===== src/shared/fplc_defs.vh =====
/*
  Constants for the perpendicular-mode and lock control block:
  register offsets, field positions, reset values and gap byte counts.
  Assumes inclusion by bare name from the design files; definitions only.
*/
`ifndef FPLC_DEFS_VH
`define FPLC_DEFS_VH

// ****************************************************************
// Register offsets (byte addresses, word aligned)
// ****************************************************************
`define FPLC_ADDR_W 4
`define FPLC_OFF_PERP 4'h0
`define FPLC_OFF_LOCK 4'h4
`define FPLC_OFF_CFG 4'h8
`define FPLC_OFF_CTRL 4'hC

// ****************************************************************
// Perpendicular register fields
// ****************************************************************
`define FPLC_PERP_GAP 0
`define FPLC_PERP_WGS 1
`define FPLC_PERP_FLG_LO 2
`define FPLC_PERP_FLG_HI 5
`define FPLC_PERP_OW 7

// ****************************************************************
// Config register fields: precomp track [7:0], threshold [11:8], fifo dis [12]
// ****************************************************************
`define FPLC_CFG_TRK_LO 0
`define FPLC_CFG_TRK_HI 7
`define FPLC_CFG_THR_LO 8
`define FPLC_CFG_THR_HI 11
`define FPLC_CFG_FDIS 12

// ****************************************************************
// Control register fields
// ****************************************************************
`define FPLC_CTRL_SWRST 0
`define FPLC_CTRL_FWP 1
`define FPLC_CTRL_FMT 2
`define FPLC_CTRL_IDENT 3
`define FPLC_CTRL_RATE_LO 4
`define FPLC_CTRL_RATE_HI 5
`define FPLC_CTRL_DRV_LO 6
`define FPLC_CTRL_DRV_HI 7

// ****************************************************************
// Reset values
// ****************************************************************
`define FPLC_RST_FDIS 1'h1
`define FPLC_RST_THR 4'h0
`define FPLC_RST_TRK 8'h00
`define FPLC_RST_SEL 2'h0
`define FPLC_RST_FLG 4'h0

// ****************************************************************
// Mode codes {write_gate_timing_select, gap}
// ****************************************************************
`define FPLC_MODE_CONV 2'h0
`define FPLC_MODE_P500 2'h1
`define FPLC_MODE_RSVD 2'h2
`define FPLC_MODE_P1M 2'h3

// ****************************************************************
// Gap2 byte counts
// ****************************************************************
`define FPLC_GAP2_STD 6'h16
`define FPLC_GAP2_P1M_FMT 6'h29
`define FPLC_GAP2_WR_CONV 6'h00
`define FPLC_GAP2_WR_P500 6'h13
`define FPLC_GAP2_WR_P1M 6'h26
`define FPLC_OSC_CONV 6'h18
`define FPLC_OSC_P1M 6'h2B
`define FPLC_SYNC_MARGIN 6'h02

// Data rate code for 1 Mbps in the control rate field
`define FPLC_RATE_1M 2'h3

`endif

===== src/design/fplc_ctrl.v =====
/*
  Perpendicular-mode, lock and parameter control for a floppy controller.
  Holds mode selects, per-drive flags, lock, configure parameters and the
  forced write-protect; times oscillator enable and write gate per Gap2
  byte. Assumes a byte-clock enable from the data path and a plain
  register port on the same 20 MHz clock.
*/
`timescale 1ns/1ns
`include "fplc_defs.vh"
//
// Contract
// - Any reset starts in conventional mode
// - Decode select pair into Gap2 lengths
// - Formatting at 1 Mbps perpendicular uses 41-byte Gap2
// - Oscillator enable at byte 24 or 43
// - Oscillator enable leaves two-byte sync margin
// - Conventional write gate rises at sync start
// - 1 Mbps perpendicular writes 38 Gap2 bytes
// - 500 Kbps perpendicular writes 19 Gap2 bytes
// - Per-drive flag makes drive perpendicular automatically
// - Per-drive Gap2 write count follows data rate
// - Per-drive perpendicular writes use zero precompensation
// - Conventional drives use programmed precompensation
// - Flags update only with overwrite enable set
// - Global select overrides per-drive flags
// - Software reset clears only global selects
// - Hardware reset clears selects and all flags
// - Lock keeps parameters through software reset
// - Hardware reset clears lock, restores parameter defaults
// - Lock command returns lock bit result byte
// - Dump byte eight carries lock and mode
// - Force bit shows write-protect active on both interfaces
// - Mode follows identity/format bits; hardware reset clears it
// - Defaults: FIFO off, threshold zero, track zero
module fplc_ctrl #(
  parameter PRECOMP_W = 3
) (
  // Clock and hardware reset
  input wire clk,
  input wire srst,
  // Register port
  input wire [`FPLC_ADDR_W-1:0] reg_addr,
  input wire [31:0] reg_wdata,
  input wire reg_wr,
  input wire reg_rd,
  output reg [31:0] reg_rdata_r,
  // Data path sequencing
  input wire byte_tick,
  input wire gap2_start,
  input wire op_write,
  input wire op_format,
  input wire op_end,
  input wire [PRECOMP_W-1:0] precomp_prog,
  // Drive pins
  input wire drive_write_protect_input_n,
  input wire pport_write_protect_input_n,
  output reg write_gate_r,
  output reg oscillator_enable_r,
  output reg [PRECOMP_W-1:0] precomp_eff_r,
  output reg drive_wp_n_r,
  output reg pport_wp_n_r,
  // Status to the command engine
  output reg [5:0] gap2_fmt_len_r,
  output reg [7:0] lock_result_r,
  output reg [7:0] dump_byte8_r,
  output reg [7:0] precomp_start_track_r,
  output reg [3:0] fifo_threshold_param_r,
  output reg fifo_disable_param_r,
  output reg [1:0] compat_mode_r
);
  // ****************************************************************
  // State
  // ****************************************************************
  reg write_gate_timing_select_r; // Global write-gate select
  reg gap_select_r; // Global gap select
  reg [3:0] per_drive_perpendicular_flags_r; // One flag per drive
  reg lock_r; // Parameter protection
  reg force_write_protect_bit_r; // Write-protect override
  reg recording_format_bit_r; // Compatibility strap copy
  reg ident_bit_r; // Compatibility strap copy
  reg [1:0] rate_r; // Programmed data rate
  reg [1:0] drive_sel_r; // Active drive
  reg [5:0] byte_cnt_r; // Bytes since Gap2 start
  reg in_gap_r; // Gap2 sequence running
  reg hw_rst_seen_r; // First cycle after hardware reset

  // Pin synchroniser outputs
  wire drv_wp_n_s;
  wire pp_wp_n_s;

  // Decoder outputs
  wire [5:0] dec_fmt_len;
  wire [5:0] dec_wr_len;
  wire [5:0] dec_osc_byte;
  wire dec_zero_pc;

  // Command decode
  wire wr_perp = reg_wr && (reg_addr == `FPLC_OFF_PERP);
  wire wr_lock = reg_wr && (reg_addr == `FPLC_OFF_LOCK);
  wire wr_cfg = reg_wr && (reg_addr == `FPLC_OFF_CFG);
  wire wr_ctrl = reg_wr && (reg_addr == `FPLC_OFF_CTRL);
  wire sw_rst = wr_ctrl && reg_wdata[`FPLC_CTRL_SWRST];

  // Effective mode; globals win over drive flags
  wire [1:0] mode_sel = {write_gate_timing_select_r, gap_select_r};
  wire globals_zero = (mode_sel == `FPLC_MODE_CONV);
  wire sel_flag = per_drive_perpendicular_flags_r[drive_sel_r];
  wire per_drive_on = globals_zero && sel_flag;

  // ****************************************************************
  // Helper functions
  // ****************************************************************
  // Sync field begins two bytes after the oscillator enable byte of the current mode
  function [5:0] sync_start;
    input [5:0] osc_byte;
    begin
      sync_start = osc_byte + `FPLC_SYNC_MARGIN;
    end
  endfunction

  // Byte at which write gate rises for a write operation
  function [5:0] wg_start;
    input [5:0] osc_byte;
    input [5:0] wr_len;
    begin
      wg_start = sync_start(osc_byte) - wr_len;
    end
  endfunction

  // ****************************************************************
  // Submodules
  // ****************************************************************
  fplc_gap_decode u_dec (
    .mode(mode_sel),
    .per_drive(per_drive_on),
    .rate(rate_r),
    .gap2_fmt_len(dec_fmt_len),
    .gap2_wr_len(dec_wr_len),
    .osc_en_byte(dec_osc_byte),
    .zero_precomp(dec_zero_pc)
  );

  fplc_sync3 u_sync_drv (
    .clk(clk),
    .srst(srst),
    .d(drive_write_protect_input_n),
    .q_r(drv_wp_n_s)
  );

  fplc_sync3 u_sync_pp (
    .clk(clk),
    .srst(srst),
    .d(pport_write_protect_input_n),
    .q_r(pp_wp_n_s)
  );

  // ****************************************************************
  // Mode selects and per-drive flags
  // ****************************************************************
  // Software reset clears only the globals; flags need overwrite enable
  always @(posedge clk) begin
    if (srst) begin
      write_gate_timing_select_r <= 1'b0;
      gap_select_r <= 1'b0;
      per_drive_perpendicular_flags_r <= `FPLC_RST_FLG;
    end else if (sw_rst) begin
      write_gate_timing_select_r <= 1'b0;
      gap_select_r <= 1'b0;
    end else if (wr_perp) begin
      write_gate_timing_select_r <= reg_wdata[`FPLC_PERP_WGS];
      gap_select_r <= reg_wdata[`FPLC_PERP_GAP];
      if (reg_wdata[`FPLC_PERP_OW]) begin
        per_drive_perpendicular_flags_r <=
          reg_wdata[`FPLC_PERP_FLG_HI:`FPLC_PERP_FLG_LO];
      end
    end
  end

  // ****************************************************************
  // Lock and configure parameters
  // ****************************************************************
  // Locked parameters survive a software reset only
  always @(posedge clk) begin
    if (srst) begin
      lock_r <= 1'b0;
      fifo_disable_param_r <= `FPLC_RST_FDIS;
      fifo_threshold_param_r <= `FPLC_RST_THR;
      precomp_start_track_r <= `FPLC_RST_TRK;
      lock_result_r <= 8'h00;
    end else begin
      if (sw_rst && !lock_r) begin
        fifo_disable_param_r <= `FPLC_RST_FDIS;
        fifo_threshold_param_r <= `FPLC_RST_THR;
        precomp_start_track_r <= `FPLC_RST_TRK;
      end else if (wr_cfg) begin
        fifo_disable_param_r <= reg_wdata[`FPLC_CFG_FDIS];
        fifo_threshold_param_r <= reg_wdata[`FPLC_CFG_THR_HI:`FPLC_CFG_THR_LO];
        precomp_start_track_r <= reg_wdata[`FPLC_CFG_TRK_HI:`FPLC_CFG_TRK_LO];
      end
      if (wr_lock) begin
        lock_r <= reg_wdata[0];
        lock_result_r <= {3'h0, reg_wdata[0], 4'h0};
      end
    end
  end

  // ****************************************************************
  // Control: rate, drive select, force write-protect, straps
  // ****************************************************************
  // Straps are copied every cycle outside reset, one cycle late, never under reset
  always @(posedge clk) begin
    if (srst) begin
      force_write_protect_bit_r <= 1'b0;
      rate_r <= 2'h0;
      drive_sel_r <= 2'h0;
      recording_format_bit_r <= 1'b0;
      ident_bit_r <= 1'b0;
      hw_rst_seen_r <= 1'b1;
      compat_mode_r <= 2'h0;
    end else begin
      hw_rst_seen_r <= 1'b0;
      if (wr_ctrl) begin
        force_write_protect_bit_r <= reg_wdata[`FPLC_CTRL_FWP];
        recording_format_bit_r <= reg_wdata[`FPLC_CTRL_FMT];
        ident_bit_r <= reg_wdata[`FPLC_CTRL_IDENT];
        rate_r <= reg_wdata[`FPLC_CTRL_RATE_HI:`FPLC_CTRL_RATE_LO];
        drive_sel_r <= reg_wdata[`FPLC_CTRL_DRV_HI:`FPLC_CTRL_DRV_LO];
      end
      // Compatibility mode follows identity and format bits
      compat_mode_r <= {ident_bit_r, recording_format_bit_r};
    end
  end

  // ****************************************************************
  // Gap2 byte sequencer
  // ****************************************************************
  // Counts bytes from Gap2 start; ends at sync start or operation end
  always @(posedge clk) begin
    if (srst) begin
      byte_cnt_r <= 6'h00;
      in_gap_r <= 1'b0;
      write_gate_r <= 1'b0;
      oscillator_enable_r <= 1'b0;
    end else begin
      if (op_end) begin
        in_gap_r <= 1'b0;
        write_gate_r <= 1'b0;
        oscillator_enable_r <= 1'b0;
      end else if (gap2_start) begin
        in_gap_r <= 1'b1;
        byte_cnt_r <= 6'h00;
        write_gate_r <= 1'b0;
        oscillator_enable_r <= 1'b0;
      end else if (in_gap_r && byte_tick) begin
        byte_cnt_r <= byte_cnt_r + 6'h01;
        // Read back: oscillator on two bytes ahead of sync
        if (!op_write && !op_format && (byte_cnt_r + 6'h01 == dec_osc_byte)) begin
          oscillator_enable_r <= 1'b1;
        end
        // Write: gate early by the Gap2 portion written
        if (op_write && (byte_cnt_r + 6'h01 == wg_start(dec_osc_byte, dec_wr_len))) begin
          write_gate_r <= 1'b1;
        end
        if (byte_cnt_r + 6'h01 == sync_start(dec_osc_byte)) begin
          in_gap_r <= 1'b0;
        end
      end
    end
  end

  // ****************************************************************
  // Precompensation, write-protect and dump outputs
  // ****************************************************************
  // All outputs registered; write-protect forced low when override set
  always @(posedge clk) begin
    if (srst) begin
      precomp_eff_r <= {PRECOMP_W{1'b0}};
      drive_wp_n_r <= 1'b1;
      pport_wp_n_r <= 1'b1;
      gap2_fmt_len_r <= `FPLC_GAP2_STD;
      dump_byte8_r <= 8'h00;
    end else begin
      if (dec_zero_pc) begin
        precomp_eff_r <= {PRECOMP_W{1'b0}};
      end else begin
        precomp_eff_r <= precomp_prog;
      end
      drive_wp_n_r <= drv_wp_n_s && !force_write_protect_bit_r;
      pport_wp_n_r <= pp_wp_n_s && !force_write_protect_bit_r;
      gap2_fmt_len_r <= dec_fmt_len;
      // Lock, flags and selects packed for the dump
      dump_byte8_r <= {lock_r, per_drive_perpendicular_flags_r,
                       gap_select_r, write_gate_timing_select_r, 1'b0};
    end
  end

  // ****************************************************************
  // Register read port
  // ****************************************************************
  // Data valid the cycle after the strobe; unmapped reads return zero
  always @(posedge clk) begin
    if (srst) begin
      reg_rdata_r <= 32'h00000000;
    end else if (reg_rd) begin
      case (reg_addr)
        `FPLC_OFF_PERP: reg_rdata_r <= {24'h000000, 2'h0,
          per_drive_perpendicular_flags_r, write_gate_timing_select_r, gap_select_r};
        `FPLC_OFF_LOCK: reg_rdata_r <= {31'h00000000, lock_r};
        `FPLC_OFF_CFG: reg_rdata_r <= {19'h00000, fifo_disable_param_r,
          fifo_threshold_param_r, precomp_start_track_r};
        `FPLC_OFF_CTRL: reg_rdata_r <= {24'h000000, drive_sel_r, rate_r,
          ident_bit_r, recording_format_bit_r, force_write_protect_bit_r, 1'b0};
        default: reg_rdata_r <= 32'h00000000;
      endcase
    end else begin
      reg_rdata_r <= 32'h00000000;
    end
  end
endmodule // fplc_ctrl


===== src/design/fplc_gap_decode.v =====
/*
  Combinational Gap2 and timing decoder for one effective mode.
  Assumes mode and data rate are stable registered values from the same clock.
*/
`timescale 1ns/1ns
`include "fplc_defs.vh"
module fplc_gap_decode (
  // Effective mode and rate
  input wire [1:0] mode,
  input wire per_drive,
  input wire [1:0] rate,
  // Decoded byte counts
  output reg [5:0] gap2_fmt_len,
  output reg [5:0] gap2_wr_len,
  output reg [5:0] osc_en_byte,
  output reg zero_precomp
);
  // ****************************************************************
  // Mode decode
  // ****************************************************************
  // Per-drive perpendicular follows the programmed rate
  always @* begin
    gap2_fmt_len = `FPLC_GAP2_STD;
    gap2_wr_len = `FPLC_GAP2_WR_CONV;
    osc_en_byte = `FPLC_OSC_CONV;
    zero_precomp = 1'b0;
    case (mode)
      `FPLC_MODE_P500: begin
        gap2_wr_len = `FPLC_GAP2_WR_P500;
      end
      `FPLC_MODE_P1M: begin
        gap2_fmt_len = `FPLC_GAP2_P1M_FMT;
        gap2_wr_len = `FPLC_GAP2_WR_P1M;
        osc_en_byte = `FPLC_OSC_P1M;
      end
      default: begin
        // Conventional and reserved code behave alike
        if (per_drive) begin
          zero_precomp = 1'b1;
          if (rate == `FPLC_RATE_1M) begin
            gap2_fmt_len = `FPLC_GAP2_P1M_FMT;
            gap2_wr_len = `FPLC_GAP2_WR_P1M;
            osc_en_byte = `FPLC_OSC_P1M;
          end else begin
            gap2_wr_len = `FPLC_GAP2_WR_P500;
          end
        end
      end
    endcase
  end
endmodule // fplc_gap_decode


===== src/design/fplc_sync3.v =====
/*
  Three-flop input synchroniser with agreement filter.
  Assumes an asynchronous pin level on d and the block clock on clk.
*/
`timescale 1ns/1ns
module fplc_sync3 (
  // Clock and reset
  input wire clk,
  input wire srst,
  // Pin level in, filtered level out
  input wire d,
  output reg q_r
);
  // Flop chain; stage 0 feeds only stage 1
  reg s0_r;
  reg s1_r;
  reg s2_r;

  // ****************************************************************
  // Chain and agreement filter
  // ****************************************************************
  // Output follows only when stages 1 and 2 agree
  always @(posedge clk) begin
    if (srst) begin
      s0_r <= 1'b1;
      s1_r <= 1'b1;
      s2_r <= 1'b1;
      q_r <= 1'b1;
    end else begin
      s0_r <= d;
      s1_r <= s0_r;
      s2_r <= s1_r;
      if (s1_r == s2_r) begin
        q_r <= s2_r;
      end
    end
  end
endmodule // fplc_sync3


===== config.mk =====
export PLATFORM = sky130hd
export DESIGN_NAME = fplc_ctrl
export DESIGN_NICKNAME = d
export VERILOG_FILES = /design/src/design/fplc_ctrl.v /design/src/design/fplc_gap_decode.v /design/src/design/fplc_sync3.v
export VERILOG_INCLUDE_DIRS = /design/src /design/src/shared
export SDC_FILE = /design/constraint.sdc
export NUM_CORES = 1
export LEC_CHECK = 0
export BUFFER_PORTS_ARGS = -buffer_cell sky130_fd_sc_hd__buf_2
export CAP_MARGIN = 10
export CORE_UTILIZATION = 52
export DETAILED_ROUTE_END_ITERATION = 12
export PLACE_DENSITY = 0.9
export SKIP_CTS_REPAIR_TIMING = 1
export SLEW_MARGIN = 20
export SYNTH_ARGS = -nofsm -noshare
export SYNTH_HDL_FRONTEND = slang
export SYNTH_SLANG_ARGS = --single-unit

===== constraint.sdc =====
create_clock -name clk -period 6 [get_ports clk]
set_input_delay 0.3 -clock clk [delete_from_list [all_inputs] [get_ports clk]]
set_output_delay 0.3 -clock clk [all_outputs]
set_load 0.02 [all_outputs]

==> results of run 1 <==
[worst max-delay path, delay by kind of cell (launching register included)]
kind                     cells  cell delay [ps]
AO/OA/AOI/OAI                3              640
adder cells (fa/ha/maj)      1              490
buffers and inverters        1              150
flip-flops                   1              400
multiplexers                 2              710
AND/OR/NAND/NOR              1              160
[metrics by stage]
step	total power (W)	utilization [%]	setup slack, ps	hold slack [ps]	std cells
floorplan	0.000566	-	3620	389	386
global placement	0.000570	58.6	3420	392	489
detailed placement	0.000572	58.6	3360	393	489
CTS	0.000945	61.9	3340	131	505
global route	0.000975	61.9	3210	133	505
finish	0.000939	61.9	3340	142	505
[where the power goes]
part,leakage (nW),switching (W),internal (W),total (W)
clock,0.103,0.000185,0.000192,0.000377
sequential,0.591,0.00000455,0.000490,0.000495
combinational,0.971,0.0000463,0.0000207,0.0000670
total,1.66,0.000236,0.000703,0.000939
[layout by cell type (no fill, tap or decap), types with 5 or more instances in the layout]
cell | netlist | final
dfxtp_1 | 73 | 73
or2_2 | 6 | 6
conb_1 | 1 | 27
and2_1 | 8 | 8
clkbuf_8 | 0 | 9
a21oi_1 | 26 | 26
mux2i_1 | 16 | 16
nor3_1 | 5 | 5
nor2b_1 | 15 | 15
nand2_1 | 40 | 40
mux2_2 | 5 | 5
a22oi_1 | 5 | 5
buf_2 | 5 | 79
nor2_1 | 40 | 40
inv_1 | 5 | 5
xnor2_1 | 6 | 6
[kinds of logic after synthesis]
| logic type | synth area share [%] |
|---|---|
| buf+inv | 11.2 |
| simple gates | 21.6 |
| fa+ha+maj | 1.78 |
| xor+xnor | 2.43 |
| other cells | 0.116 |
| compound gates | 10.4 |
| flops | 45.1 |
| mux | 7.38 |
[layout make-up]
type	instances	share of cell area, %
clock inverters	7	1.94
well taps	75	2.55
clock buffers	9	3.36
repair buffers	79	10.7
inverters	6	0.679
multi-input cells	256	41.1
flip-flops and latches	73	39.7
[state kept, by name, indices dropped and copies added, names as in the netlist, 3 cells and up]
signal and flops:
byte_cnt_r 6, precomp_eff_r 3, per_drive_perpendicular_flags_r 4, dump_byte8_r 7
reg_rdata_r 13, precomp_start_track_r 8, fifo_threshold_param_r 4
[path summary, 6_finish.rpt]
check	endpoint	slack, ps	depth (start not counted)
max	write_gate_r	3340	8
min	u_sync_drv.s0_r	140	2
max reg2reg	write_gate_r	3340	8
min reg2reg	u_sync_drv.s1_r	410	1
[metal layers]
metal / GRT usage [%] / part of all wire [%] / vias to the layer above
met4: 9.46 / 1.2 / 0
li1: - / - / 1272
met1: 24.5 / 41 / 1216
met3: 5.73 / 6.5 / 8
met2: 37.6 / 52 / 104
met5: 0 / 0 / -
==> impl_metrics.csv, run 1 <==
group,metric,value,unit
outcome,status,"completed",
clocking,tritoncts,"built",
grt,grt_start_max_net_pins,46,
setup_path,critPathMaxFanout,7,
cells_and_area,stdcell_area,0.00368,sq mm
drt,drt-pass1-iter-count,5,
clocking,clockBufferDepth,2,
setup_path,critPathCaptureType,"flop",
cells_and_area,fin_nets,479,
cells_and_area,drive_above_1_share,26.0,%
clocking,path_clk_slew,80,ps
timing,tightest_slew,1010,ps
synthesis,synthTopCellsByCount,"dfxtp_1 (73), nand2_1 (40), nor2_1 (40)",
grt,grt_usage,21.5,%
timing,slew_violations,0,
synthesis,avgSynthCellArea,9.00,sq um
cells_and_area,regArea,0.00146,sq mm
setup_path,r2r_start,"drive_sel_r[0]",
drt,wl,6850,um
clocking,cts_root_buffer,"clkbuf_8",
clocking,cts_buffers,9,
grt,grt_overflow,0,
timing,post-route-period-util,44.3,%
synthesis,seq_area_frac_synth,45.1,%
timing,fin_setup_tns,0,ps
synthesis,ys_ff_latch,73,
power_and_ir_drop,p_leak,1.66,nW
grt,grt_antenna_before_repair,0,
clocking,ctsHtreeMaxLevel,3,
cells_and_area,fill_cells,520,
timing,slew_headroom,32.7,%
drt,antenna_left,0,
run,cap_violations,0,
synthesis,synth_area_leaders,"dfxtp_1 (45%), buf_4 (7.6%), mux2i_1 (4.9%)",
clocking,clock_latency,340,ps
drt,wl_per_cell,13.6,um
timing,finalSetupViolCount,0,
synthesis,synth-edff-count,0,
synthesis,async_flop_share,0,%
placed_design,dpl_cell_area,0.00349,sq mm
hold_path,hold_class,"in2reg",
placed_design,routabilityCongestion,0.839,
grt,grt_pass1_vias,2334,
synthesis,syn_inst,360,
drt,drtIter0Drc,162,
power_and_ir_drop,ir_drop,165,uV
die,die_area,0.00655,sq mm
setup_path,crit_slowest_cell,"mux4_2",
drt,num_vias,2600,
timing,min_period,2660,ps
clocking,cts.sinks,73,
timing,clock.fmax,0.376,GHz
power_and_ir_drop,p_per_area,255,mW/mm^2
hold_path,hold_path.startpoint,"drive_write_protect_input_n",
die,die_h,80.9,um
synthesis,synth.top_cell.area_share,45.1,%
die,core,0.00596,sq mm
placed_design,io_buffers,79,
synthesis,synth_cell_types,50,
placed_design,dp_hpwl,4860,um
die,rows,28,
setup_path,startpoint_type,"flop",
drt,drc,0,
setup_path,crit_start,"drive_sel_r[0]",
cells_and_area,synthToLayoutAreaGrowth,13.8,%
die,initial_core_util,54.4,%
setup_path,worstSetupPathType,"reg2reg",
timing,clock_skew,9.72,ps
setup_path,cp.arrival,2900,ps
die,io_pins,126,
timing,finalHoldViolations,0,
grt,grt_pass1_wl,10600,um
synthesis,synth_ff_type,"dfxtp_1",
timing,rsz0062_at_grt,"false",
drt,viasPerCell,5.15,
setup_path,max_stage_delay,570,ps
cells_and_area,multi_input_area,0.00151,sq mm
cells_and_area,antenna_cells,0,
setup_path,required,6240,ps
synthesis,yosys_warnings,0,
synthesis,synth.most_common_cell,"dfxtp_1",
synthesis,syn_area,0.00324,sq mm
die,die_x,80.9,um
setup_path,path_cells,"mux4_2 -> a22oi_2 -> inv_1 -> fa_1 -> nor2b_1 -> mux2i_1 -> a21oi_1 -> a32o_1",
synthesis,synth_top_area_cell,"dfxtp_1",
No activity file was read; power rests on OpenSTA's default activity.
==> inputs of run 2 (changes only) <==
--- a/config.mk
+++ b/config.mk
@@ -8,9 +8,9 @@
 export LEC_CHECK = 0
 export BUFFER_PORTS_ARGS = -buffer_cell sky130_fd_sc_hd__buf_2
 export CAP_MARGIN = 10
-export CORE_UTILIZATION = 52
+export CORE_UTILIZATION = 44
 export DETAILED_ROUTE_END_ITERATION = 12
-export PLACE_DENSITY = 0.9
+export PLACE_DENSITY = 0.82
 export SKIP_CTS_REPAIR_TIMING = 1
 export SLEW_MARGIN = 20
 export SYNTH_ARGS = -nofsm -noshare
==> constraint.sdc (replaced) <==
create_clock -name clk -period 2.4 [get_ports clk]
set_input_delay 0.12 -clock clk [delete_from_list [all_inputs] [get_ports clk]]
set_output_delay 0.12 -clock clk [all_outputs]
set_load 0.02 [all_outputs]
==> impl_metrics.csv, run 2 (synthesis results as in run 1) <==
group,metric,value,unit
grt,grt_pass1_wl,10900,um
setup_path,required,2650,ps
clocking,cts_buffers,9,
setup_path,critPathCaptureType,"flop",
placed_design,post-place-ws,-73.4,ps
die,initial_core_util,46.6,%
grt,grt_start_max_net_pins,45,
setup_path,worstSetupPathType,"reg2reg",
drt,viasPerCell,4.85,
timing,tightest_slew,511,ps
timing,min_period,2390,ps
timing,rsz0062_at_grt,"true",
placed_design,routabilityCongestion,0.864,
grt,grt_overflow,0,
timing,slew_violations,0,
timing,finalSetupViolCount,0,
grt,grt_usage,18.7,%
timing,clock.fmax,0.418,GHz
placed_design,io_buffers,79,
cells_and_area,synthToLayoutAreaGrowth,19.3,%
grt,grt_pass1_vias,2330,
placed_design,dp_hpwl,5060,um
drt,drc,0,
placed_design,dpl_cell_area,0.00359,sq mm
outcome,status,"completed",
die,io_pins,126,
drt,drtIter0Drc,138,
clocking,path_clk_slew,90,ps
cells_and_area,antenna_cells,0,
setup_path,r2r_start,"drive_sel_r[0]",
clocking,cts.sinks,73,
cells_and_area,stdcell_area,0.00386,sq mm
timing,setup_ws,8.44,ps
clocking,ctsHtreeMaxLevel,3,
timing,finalHoldViolations,0,
cells_and_area,fin_nets,497,
clocking,clockBufferDepth,2,
timing,slew_headroom,65.8,%
die,core,0.00694,sq mm
clocking,clock_latency,350,ps
drt,num_vias,2640,
hold_path,hold_class,"in2reg",
die,die_h,87.8,um
cells_and_area,post-route-util,55.6,%
power_and_ir_drop,p_leak,1.73,nW
die,die_x,87.8,um
hold_path,hold_path.startpoint,"reg_wdata[6]",
die,rows,30,
cells_and_area,fin_cells,544,
drt,drt-pass1-iter-count,4,
timing,post-route-period-util,99.6,%
setup_path,critPathBufInv,0,
grt,grt_antenna_before_repair,0,
drt,antenna_left,0,
power_and_ir_drop,ir_drop,320,uV
cells_and_area,layout_common_cells,"buf_2 (79), dfxtp_1 (72), nand2_1 (40), nor2_1 (40), conb_1 (27)",
setup_path,crit_family,"multiplexers",
clocking,cts_root_buffer,"clkbuf_8",
setup_path,crit_slowest_cell,"mux4_2",
drt,wl_per_cell,13.1,um
run,cap_violations,0,
power_and_ir_drop,p_per_area,599,mW/mm^2
cells_and_area,drive_above_1_share,27.9,%
drt,wl,7120,um
setup_path,path_cells,"mux4_2 -> a21oi_2 -> nor2_1 -> ha_1 -> fa_2 -> nor2b_1 -> mux2i_1 -> a21oi_1 -> a32o_1",
timing,clock_skew,14.3,ps
cells_and_area,largest-register,"reg_rdata_r",
setup_path,max_stage_delay,560,ps
placed_design,placedCellCount,520,
clocking,tritoncts,"built",
setup_path,startpoint_type,"flop",
cells_and_area,layout_commonest_cell,"buf_2",
setup_path,critPathMaxFanout,4,
die,die_area,0.00771,sq mm
cells_and_area,largest_reg_flops,13,
setup_path,crit_start,"drive_sel_r[0]",
setup_path,cp.arrival,2640,ps
cells_and_area,reg_top3,"reg_rdata_r (13), precomp_start_track_r (8), dump_byte8_r (7)",
[run 2: changes by cell type in the layout (fill, tap and decap cells not counted), sizes merged]
cell / delta
clkinvlp: +2
clkinv: -4
bufinv: -1
buf: +10
inv: +3
dlygate4sd3: +8
[run 2: tightest hold or removal path: stages]
cell and delay [ps]:
buf_2 110, nand2_1 50, a21oi_1 50
[run 2: final cells by class]
type	instances	area, sq um
fillers	635	3080
multi-input cells	256	1520
flip-flops and latches	73	1460
repair buffers	97	551
clock buffers	9	124
well taps	96	120
clock inverters	7	61.3
inverters	6	25.0
[run 2: stage by stage]
| step | setup TNS [ps] | total power (W) | hold slack [ps] |
|---|---|---|---|
| CTS | -96.7 | 0.00233 | -61.6 |
| detailed placement | -73.4 | 0.00144 | 308 |
| finish | 0 | 0.00232 | 13.2 |
| floorplan | 0 | 0.00142 | 224 |
| global placement | -7.92 | 0.00143 | 303 |
| global route | -95.1 | 0.00242 | 6.30 |
[run 2: path summary, 6_finish.rpt]
path	end	slack, ps	depth (start not counted)
setup / recovery	write_gate_r	8	9
hold / removal	precomp_start_track_r[6]	10	3
setup reg to reg	write_gate_r	8	9
hold reg to reg	u_sync_pp.s1_r	410	1
[run 2: per-layer routing]
layer	track usage, %	up-vias	routed length (um)
met1	22.0	1235	3060
met3	3.49	13	285
li1	-	1313	-
met5	0	-	0
met4	10.9	0	163
met2	31.9	79	3620
[run 2: report_power, final]
| part | switching, W | leakage [nW] | internal [W] |
|---|---|---|---|
| Combinational | 0.000119 | 1.05 | 0.0000645 |
| Clock | 0.000503 | 0.0884 | 0.000392 |
| Sequential | 0.0000112 | 0.592 | 0.00123 |
| Total | 0.000633 | 1.73 | 0.00168 |
